**config.mk**
```make
export PLATFORM = sky130hd
export DESIGN_NAME = rssd_datapath
export DESIGN_NICKNAME = d
export VERILOG_FILES = /design/src/rssd_pkg.sv /design/src/rssd_datapath.sv
export VERILOG_INCLUDE_DIRS = /design/src /design/src/src
export SDC_FILE = /design/constraint.sdc
export NUM_CORES = 1
export LEC_CHECK = 0
export BUFFER_PORTS_ARGS = -buffer_cell sky130_fd_sc_hd__buf_2
export CAP_MARGIN = 20
export CORE_ASPECT_RATIO = 0.75
export CORE_UTILIZATION = 40
export DETAILED_ROUTE_END_ITERATION = 8
export PLACE_DENSITY_LB_ADDON = 0.3
export REMOVE_ABC_BUFFERS = 1
export SYNTH_ARGS = -nofsm -noshare
export SYNTH_HDL_FRONTEND = slang
export SYNTH_SLANG_ARGS = --single-unit
```
**constraint.sdc**
```tcl
create_clock -name clk -period 5.1 [get_ports clk]
set_input_delay 1.02 -clock clk [delete_from_list [all_inputs] [get_ports clk]]
set_output_delay 1.02 -clock clk [all_outputs]
set_load 0.01 [all_outputs]
```
**src/rssd_defines.svh**
```systemverilog
`ifndef RSSD_DEFINES_SVH
`define RSSD_DEFINES_SVH
`define RSSD_DATA_W       8
`define RSSD_ACC_RST      8'h00
`define RSSD_ALL_ONES     8'hFF
`define RSSD_FLAG_OV      0
`define RSSD_FLAG_Z       1
`define RSSD_FLAG_AC      2
`define RSSD_FLAG_C       3
`define RSSD_FLAG_SC      4
`define RSSD_FLAG_CZ      5
`define RSSD_FLAGS_W      6
`define RSSD_FLAGS_RST    6'h00
`define RSSD_DUMMY_CYCLES 1
`endif

```
**src/rssd_pkg.sv**
```systemverilog
package rssd_pkg;
    typedef enum logic [4:0] {
        RSSD_OP_NOP      = 5'h00,
        RSSD_OP_RLA      = 5'h01,
        RSSD_OP_RLC      = 5'h02,
        RSSD_OP_ROTATE_LEFT_CARRY_TO_ACCUMULATOR     = 5'h03,
        RSSD_OP_RR       = 5'h04,
        RSSD_OP_RRA      = 5'h05,
        RSSD_OP_RRC      = 5'h06,
        RSSD_OP_ROTATE_RIGHT_CARRY_TO_ACCUMULATOR     = 5'h07,
        RSSD_OP_SUBB     = 5'h08,
        RSSD_OP_SUBB_M   = 5'h09,
        RSSD_OP_SUB      = 5'h0A,
        RSSD_OP_SUB_M    = 5'h0B,
        RSSD_OP_DECSKZ   = 5'h0C,
        RSSD_OP_DECSKZ_A = 5'h0D,
        RSSD_OP_INCSKZ   = 5'h0E,
        RSSD_OP_INCSKZ_A = 5'h0F,
        RSSD_OP_SETB     = 5'h10,
        RSSD_OP_SETBIT   = 5'h11,
        RSSD_OP_SKBIT    = 5'h12,
        RSSD_OP_SKNZ     = 5'h13
    } rssd_op_t;

    typedef struct packed {
        logic       valid;
        rssd_op_t   op;
        logic       useImm;
        logic [2:0] bitSel;
        logic [7:0] memData;
        logic [7:0] immData;
    } rssd_instr_t;

    typedef struct packed {
        logic       memWe;
        logic [7:0] memWdata;
        logic       skip;
        logic       done;
    } rssd_result_t;

    typedef enum logic [0:0] {
        RSSD_ST_EXEC  = 1'b0,
        RSSD_ST_DUMMY = 1'b1
    } rssd_state_t;

    typedef struct packed {
        rssd_state_t  state;
        logic [7:0]   acc;
        logic [5:0]   flags;
        rssd_result_t res;
    } rssd_regs_t;
endpackage

```
**src/rssd_datapath.sv**
```systemverilog
`timescale 1ns/1ps
`include "rssd_defines.svh"
module rssd_datapath
(
    input  wire logic                 clk,       // core instruction clock
    input  wire logic                 sys_rst,   // synchronous reset, active high
    input  wire logic                 clkEn,     // freezes all state while low
    input  wire rssd_pkg::rssd_instr_t instr,    // decoded instruction and operands
    input  wire logic [5:0]           flagsIn,   // flag load value
    input  wire logic                 flagsLoad, // load flags from flagsIn
    output logic [7:0]                acc,       // accumulator
    output logic [5:0]                flags,     // status flags
    output rssd_pkg::rssd_result_t    result,    // memory write, skip, done
    output logic                      busy       // dummy cycle in progress
);
    import rssd_pkg::*;

    rssd_regs_t cur;
    rssd_regs_t nxt;

    logic [7:0] opnd;
    logic [8:0] diff;
    logic [4:0] lowDiff;
    logic       borrowIn;
    logic       isSub;
    logic       isSubB;
    logic       oldC;
    logic [7:0] dec8;
    logic [7:0] inc8;

    always_comb
    begin
        opnd     = instr.useImm ? instr.immData : instr.memData;
        oldC     = cur.flags[`RSSD_FLAG_C];
        isSubB   = (instr.op == RSSD_OP_SUBB) || (instr.op == RSSD_OP_SUBB_M);
        isSub    = isSubB || (instr.op == RSSD_OP_SUB) || (instr.op == RSSD_OP_SUB_M);
        borrowIn = isSubB ? ~oldC : 1'b0;
        diff     = {1'b0, cur.acc} - {1'b0, opnd} - {8'h00, borrowIn};
        lowDiff  = {1'b0, cur.acc[3:0]} - {1'b0, opnd[3:0]} - {4'h0, borrowIn};
        dec8     = instr.memData - 8'h01;
        inc8     = instr.memData + 8'h01;
    end

    always_comb
    begin
        nxt          = cur;
        nxt.res      = '0;
        if (cur.state == RSSD_ST_DUMMY)
        begin
            nxt.state    = RSSD_ST_EXEC;
            nxt.res.done = 1'b1;
        end
        else if (instr.valid)
        begin
            unique case (instr.op)
                RSSD_OP_RLA:
                    nxt.acc = {instr.memData[6:0], instr.memData[7]};
                RSSD_OP_RLC:
                begin
                    nxt.res.memWe    = 1'b1;
                    nxt.res.memWdata = {instr.memData[6:0], oldC};
                    nxt.flags[`RSSD_FLAG_C] = instr.memData[7];
                end
                RSSD_OP_ROTATE_LEFT_CARRY_TO_ACCUMULATOR:
                begin
                    nxt.acc = {instr.memData[6:0], oldC};
                    nxt.flags[`RSSD_FLAG_C] = instr.memData[7];
                end
                RSSD_OP_RR:
                begin
                    nxt.res.memWe    = 1'b1;
                    nxt.res.memWdata = {instr.memData[0], instr.memData[7:1]};
                end
                RSSD_OP_RRA:
                    nxt.acc = {instr.memData[0], instr.memData[7:1]};
                RSSD_OP_RRC:
                begin
                    nxt.res.memWe    = 1'b1;
                    nxt.res.memWdata = {oldC, instr.memData[7:1]};
                    nxt.flags[`RSSD_FLAG_C] = instr.memData[0];
                end
                RSSD_OP_ROTATE_RIGHT_CARRY_TO_ACCUMULATOR:
                begin
                    nxt.acc = {oldC, instr.memData[7:1]};
                    nxt.flags[`RSSD_FLAG_C] = instr.memData[0];
                end
                RSSD_OP_SUBB, RSSD_OP_SUB:
                    nxt.acc = diff[7:0];
                RSSD_OP_SUBB_M, RSSD_OP_SUB_M:
                begin
                    nxt.res.memWe    = 1'b1;
                    nxt.res.memWdata = diff[7:0];
                end
                RSSD_OP_DECSKZ:
                begin
                    nxt.res.memWe    = 1'b1;
                    nxt.res.memWdata = dec8;
                    nxt.res.skip     = (dec8 == 8'h00);
                end
                RSSD_OP_DECSKZ_A:
                begin
                    nxt.acc      = dec8;
                    nxt.res.skip = (dec8 == 8'h00);
                end
                RSSD_OP_INCSKZ:
                begin
                    nxt.res.memWe    = 1'b1;
                    nxt.res.memWdata = inc8;
                    nxt.res.skip     = (inc8 == 8'h00);
                end
                RSSD_OP_INCSKZ_A:
                begin
                    nxt.acc      = inc8;
                    nxt.res.skip = (inc8 == 8'h00);
                end
                RSSD_OP_SETB:
                begin
                    nxt.res.memWe    = 1'b1;
                    nxt.res.memWdata = `RSSD_ALL_ONES;
                end
                RSSD_OP_SETBIT:
                begin
                    nxt.res.memWe    = 1'b1;
                    nxt.res.memWdata = instr.memData | (8'h01 << instr.bitSel);
                end
                RSSD_OP_SKBIT:
                    nxt.res.skip = instr.memData[instr.bitSel];
                RSSD_OP_SKNZ:
                begin
                    nxt.res.memWe    = 1'b1;
                    nxt.res.memWdata = instr.memData;
                    nxt.res.skip     = (instr.memData != 8'h00);
                end
                default:
                    nxt.res.memWe = 1'b0;
            endcase
            if (isSub)
            begin
                nxt.flags[`RSSD_FLAG_C]  = ~diff[8];
                nxt.flags[`RSSD_FLAG_AC] = ~lowDiff[4];
                nxt.flags[`RSSD_FLAG_Z]  = (diff[7:0] == 8'h00);
                nxt.flags[`RSSD_FLAG_OV] = (cur.acc[7] ^ opnd[7]) & (cur.acc[7] ^ diff[7]);
                // signed carry is overflow folded with the sign of the difference
                nxt.flags[`RSSD_FLAG_SC] = nxt.flags[`RSSD_FLAG_OV] ^ diff[7];
                nxt.flags[`RSSD_FLAG_CZ] = isSubB
                    ? ((diff[7:0] == 8'h00) & cur.flags[`RSSD_FLAG_Z])
                    : (diff[7:0] == 8'h00);
            end
            if (instr.op inside {RSSD_OP_DECSKZ, RSSD_OP_DECSKZ_A, RSSD_OP_INCSKZ,
                                 RSSD_OP_INCSKZ_A, RSSD_OP_SKBIT, RSSD_OP_SKNZ})
                nxt.state = RSSD_ST_DUMMY;
            else
                nxt.res.done = 1'b1;
        end
        if (flagsLoad)
            nxt.flags = flagsIn;
    end

    always_ff @(posedge clk)
    begin
        if (sys_rst)
        begin
            cur.state <= RSSD_ST_EXEC;
            cur.acc   <= `RSSD_ACC_RST;
            cur.flags <= `RSSD_FLAGS_RST;
            cur.res   <= '0;
        end
        else if (clkEn)
            cur <= nxt;
    end

    assign acc    = cur.acc;
    assign flags  = cur.flags;
    assign result = cur.res;
    assign busy   = (cur.state == RSSD_ST_DUMMY);
endmodule

```
==> qor.yml, run 1 <==
power_and_ir_drop:
  internal_power_mw: 0.373
  p_clk_share_pct: 19.5
  p_switching_mw: 0.259
  power.ir.vdd_worst_uv: 91.3
  power_frac_seq_pct: 34.3
  cellPowerDensity_mw_per_mm2: 186
  switching_share_pct: 41.0
  combinationalPowerShare_pct: 46.2
  total_leakage_power_nw: 1.36
cts:
  cts_buffers: 3
  clk_latency_ns: 0.28
  clockRootBuffer: "clkbuf_8"
  clkTransAtPathRegs_ns: 0.09
  numClockSinks: 26
  max-clock-path-buffers: 2
  cts_htree_levels: 1
  postCtsSetupRepairBufs: 0
  post_cts_hold_buffer_count: 0
  post_cts_repair_resize_count: 0
  tritoncts: "yes"
hold_path:
  holdCritPathClass: "register to register"
  hold-path-cell-count: 1
global_route:
  grt_max_degree: 37
  antenna_found_initial: 0
  grtUsageTotal_pct: 26.1
  overflow: 0
  wire_length_of_the_first_global_routing_pass_um: 16200
  grt_pass1_vias: 3083
setup_path:
  worst_path_required_time_ns: 5.28
  regToRegSetupSlack_ns: 2.07
  startpoint_type: "input port"
  critical_path_peak_fanout: 17
  r2r_cell_count: 9
  crit_path_dat_ns: 4.09
  worstSetupPathType: "input port to register"
  setup.worst_path.end_class: "register"
layout:
  syn_to_layout_area_delta_pct: 11.4
  num-nets-final: 510
  num_antenna_cells: 0
  fillers: 790
  post-route-cell-area_mm2: 0.00340
  layout.cells.most_common_list: "buf_2 (61), nand2_1 (38), nor2_1 (37)"
  layout_commonest_cell: "buf_2"
  share_of_layout_cells_above_drive_strength_1_pct: 18.8
timing:
  period_share_pct: 76.5
  final.hold.worst_slack_ns: 0.462
  hold_violations_final: 0
  slew_at_the_pin_with_the_worst_max_slew_slack_ns: 0.869
  final.setup.tns_ns: 0
  max_freq_mhz: 256
  drv_slew: 0
  period_needed_ns: 3.90
  clock-skew-final_ns: 0.00464
  finalSetupViolCount: 0
  timing.slew.headroom_pct: 41.6
  rsz0062_at_grt: "false"
synthesis:
  yosys.area.top_type: "dfxtp_1"
  synth_top_area_share_pct: 17.1
  ys.flop_type: "dfxtp_1"
  synth_sequential_area_ratio_pct: 17.1
  synthesis.area_per_instance_um2: 7.28
  area_contributors_post_synth: "dfxtp_1 (17%), ha_1 (7.4%), nand2_1 (4.7%)"
  number_of_synthesis_warnings: 0
  synthArstFlopShare_pct: 0
  ys_types: 67
  synth-seq-cells: 26
  syn_inst: 419
  synth-edff-count: 0
  cell_area_after_synthesis_mm2: 0.00305
die:
  die_area_mm2: 0.00798
  fp-row-count: 27
  placeableCoreArea_mm2: 0.00736
  die_w_um: 103
  initial_utilization_pct: 41.4
  die_y_um: 77.6
  design.portCount: 62
drt:
  dr_total_vias: 3433
  finalWirelength_um: 10200
  post_drt_via_cell_ratio: 6.21
  wire_per_inst_um: 18.4
  dr.pass1.iters: 5
  post-route-drc-count: 0
  drt_first_iter_violations: 561
  route.antenna.remaining_nets: 0
place:
  placed_area_mm2: 0.00336
  port_buffers: 61
  detailedPlacementHpwl_um: 7610
  routabilityCongestion: 0.967
job:
  max_cap_violations: 0
run_status:
  run_status: "complete, no violations"
cells in the mapped netlist, types with 5 or more instances:
library cell  count
a211oi_1         10
a21oi_1          24
a221oi_1         12
a22oi_1           8
a311oi_1          7
a31oi_1           8
and3_1            5
buf_2             7
clkbuf_1         21
dfxtp_1          26
ha_1             18
inv_1            33
mux2_2            6
nand2_1          38
nand3_1          12
nor2_1           37
nor3_1            5
nor4_1            5
o21ai_0          26
o22ai_1           6
xnor2_1          16
xor2_1           10
logic make-up after synthesis:
| logic type | synth area share [%] |
|---|---|
| adder cells (fa/ha/maj) | 8.70 |
| XOR/XNOR | 8.21 |
| buffers and inverters | 8.54 |
| multiplexers | 4.35 |
| AO/OA/AOI/OAI | 29.2 |
| flip-flops | 17.1 |
| AND/OR/NAND/NOR | 24.0 |
worst paths after layout:
check / startpoint / endpoint
hold / removal: result[6]$_SDFFE_PP0P_ / result[6]$_SDFFE_PP0P_
hold reg to reg: result[6]$_SDFFE_PP0P_ / result[6]$_SDFFE_PP0P_
setup / recovery: instr[23] / result[7]$_SDFFE_PP0P_
setup reg to reg: flags[3]$_SDFFE_PP0P_ / flags[1]$_SDFFE_PP0P_
state kept, by name, summed over array words and instances (netlist names):
register and count:
acc 8, flags 6, busy 1, result 11
metrics by stage:
step	instances	setup slack (ns)	power (mW)	utilization, %
global placement	550	1.11	0.501	45.6
floorplan	387	1.55	0.400	-
detailed placement	550	0.975	0.505	45.6
CTS	553	1.25	0.627	46.1
finish	553	1.20	0.632	46.1
global route	553	0.927	0.671	46.1
metal layers:
metal	global-route usage (%)	vias up	share of wire, %
met2	37.9	228	41
met1	39.8	1581	46
met5	0	-	0
met4	4.93	0	1.6
li1	-	1603	-
met3	4.59	21	11
worst max-delay path: stages:
cell	delay, ns
buf_2	0.26
or3b_1	0.53
nor3_1	0.25
fa_1	0.48
inv_1	0.07
ha_1	0.12
o21ai_0	0.12
a311oi_1	0.52
xor2_1	0.33
a211oi_1	0.13
a211oi_1	0.26
layout make-up:
class                      instances  area, um^2  share of cell area (%)
timing repair buffer              62         313                    9.21
clock buffer                       3        41.3                    1.22
sequential                        26         520                    15.3
multi-input combinational        327        2270                    66.8
tap                              101         126                    3.72
inverter                          34         128                    3.76
power groups by stage:
stage / registers [mW] / logic, mW / clock network (mW)
after floorplan: 0.223 / 0.177 / 0
after global placement: 0.221 / 0.280 / 0
after detailed placement: 0.221 / 0.284 / 0
after CTS: 0.217 / 0.286 / 0.125
after global routing: 0.218 / 0.320 / 0.133
final: 0.217 / 0.292 / 0.123
No activity file was read; power rests on OpenSTA's default activity.
==> run 2, diff against run 1 <==
Clock period 5.1 ns to 3.5 ns, I/O delays scaled along.
==> qor.yml, run 2 (synthesis gave the netlist of run 1 again) <==
die:
  die_w_um: 103  # unchanged
  die_y_um: 77.6  # unchanged
  fp-row-count: 27  # unchanged
  design.portCount: 62  # unchanged
  die_area_mm2: 0.00798  # unchanged
  placeableCoreArea_mm2: 0.00736  # unchanged
  initial_utilization_pct: 41.4  # unchanged
timing:
  timing.slew.headroom_pct: 54.9  # +13 points
  period_share_pct: 93.0
  finalSetupViolCount: 0  # unchanged
  rsz0062_at_grt: "false"
  setup_slack_ns: 0.245  # -0.952 ns
  max_freq_mhz: 307
  period_needed_ns: 3.26
  clock-skew-final_ns: 0.0195  # +0.0149 ns
  drv_slew: 0  # unchanged
  slew_at_the_pin_with_the_worst_max_slew_slack_ns: 0.672  # -0.197 ns
  hold_violations_final: 0  # unchanged
global_route:
  grtUsageTotal_pct: 27.9  # +1.8 points
  wire_length_of_the_first_global_routing_pass_um: 17100  # +5.1%
  grt_pass1_vias: 3131  # +1.6%
  grt_max_degree: 37  # unchanged
  overflow: 0  # unchanged
  antenna_found_initial: 0  # unchanged
drt:
  route.antenna.remaining_nets: 0  # unchanged
  post-route-drc-count: 0  # unchanged
  drt_first_iter_violations: 480  # -14%
  wire_per_inst_um: 19.1  # +3.8%
  finalWirelength_um: 11000  # +8.3%
  dr.pass1.iters: 6  # +1
  dr_total_vias: 3539  # +3.1%
  post_drt_via_cell_ratio: 6.13  # -1.2%
place:
  placed_area_mm2: 0.00353  # +5.1%
  post-place-ws_ns: -0.0417  # -1.02 ns
  routabilityCongestion: 0.935  # -3.3%
  detailedPlacementHpwl_um: 8300  # +9.1%
  port_buffers: 61  # unchanged
layout:
  syn_to_layout_area_delta_pct: 18.3
  fillers: 781  # -1.1%
  num-nets-final: 533  # +4.5%
  layout.cells.most_common_list: "buf_2 (61), nand2_1 (38), nor2_1 (37)"
  num_antenna_cells: 0  # unchanged
  layout_commonest_cell: "buf_2"
  largest_register_ffs: 11  # unchanged
  post-route-cell-area_mm2: 0.00361  # +6.2%
  share_of_layout_cells_above_drive_strength_1_pct: 23.1  # +4.3 points
setup_path:
  worstSetupPathType: "input port to register"
  critical_path_peak_fanout: 2  # -15
  setup.worst_path.end_class: "register"
  startpoint_type: "input port"
  crit_path_dat_ns: 3.42  # -0.67 ns
  worst_path_required_time_ns: 3.66  # -1.62 ns
power_and_ir_drop:
  power.ir.vdd_worst_uv: 163  # +78%
  cellPowerDensity_mw_per_mm2: 298  # +60%
  total_leakage_power_nw: 1.49  # +9.3%
cts:
  cts_htree_levels: 1  # unchanged
  cts_buffers: 3  # unchanged
  numClockSinks: 26  # unchanged
  tritoncts: "yes"
  clk_latency_ns: 0.29  # about the same
  clockRootBuffer: "clkbuf_8"
  max-clock-path-buffers: 2  # unchanged
  clkTransAtPathRegs_ns: 0.09  # about the same
run_status:
  run_status: "complete, no violations"
hold_path:
  holdCritPathClass: "register to register"
job:
  max_cap_violations: 0  # unchanged
-- run 2: cell types whose count changed in the layout (fill, tap and decap cells not counted), sizes merged --
cell    delta
bufinv     +1
buf       +23
-- run 2: cell type report --
type | instances | area [um^2] | area share, %
timing repair buffer | 85 | 485 | 13.5
tap | 101 | 126 | 3.50
clock buffer | 3 | 41.3 | 1.15
multi-input combinational | 327 | 2270 | 63.1
sequential | 26 | 520 | 14.4
inverter | 34 | 128 | 3.54
clock inverter | 1 | 30.0 | 0.833
-- run 2: repair_timing --
action,in CTS,in global routing
hold endpoints to repair,0,0
resized for setup,0,1
endpoints found under the setup margin,0,2
hold buffers,0,0
setup buffers,0,0
-- run 2: metal layers --
| metal | wire length (um) | GRT usage, % |
|---|---|---|
| met2 | 4730 | 41.5 |
| met3 | 1260 | 7.30 |
| met1 | 4930 | 40.7 |
| met5 | 0 | 0 |
| met4 | 96 | 4.37 |
-- run 2: through the flow --
| step | std cells | power, mW | hold WS (ns) | utilization (%) | TNS [ns] |
|---|---|---|---|---|---|
| after global routing | 577 | 1.13 | 0.510 | 49.0 | 0 |
| after global placement | 573 | 0.787 | 0.433 | 47.9 | 0 |
| after floorplan | 387 | 0.583 | 0.481 | - | 0 |
| after detailed placement | 573 | 0.792 | 0.436 | 47.9 | -0.136 |
| after CTS | 577 | 1.06 | 0.468 | 48.9 | 0 |
| final | 577 | 1.07 | 0.463 | 49.0 | 0 |
-- run 2: path summary, 6_finish.rpt --
path                           from                     end  slack, ns  cells after the start
max                       instr[22]  result[5]$_SDFFE_PP0P_       0.24                     12
min          result[6]$_SDFFE_PP0P_  result[6]$_SDFFE_PP0P_       0.46                      1
max reg2reg   flags[3]$_SDFFE_PP0P_   flags[1]$_SDFFE_PP0P_       0.58                      9
min reg2reg  result[6]$_SDFFE_PP0P_  result[6]$_SDFFE_PP0P_       0.46                      1
-- run 2: worst max-delay path, stage by stage --
cell and delay (ns):
buf_2 0.10, or3b_1 0.40, nor3_1 0.22, fa_1 0.49, ha_1 0.19, o21ai_0 0.24
buf_4 0.17, nand2_1 0.06, xor2_1 0.19, buf_4 0.17, a221oi_1 0.35, o21ai_0 0.14
-- run 2: where the power goes --
part | internal (mW) | leakage (nW) | switching, mW
clock | 0.154 | 0.0357 | 0.116
combinational | 0.198 | 1.24 | 0.291
sequential | 0.307 | 0.212 | 0.00866
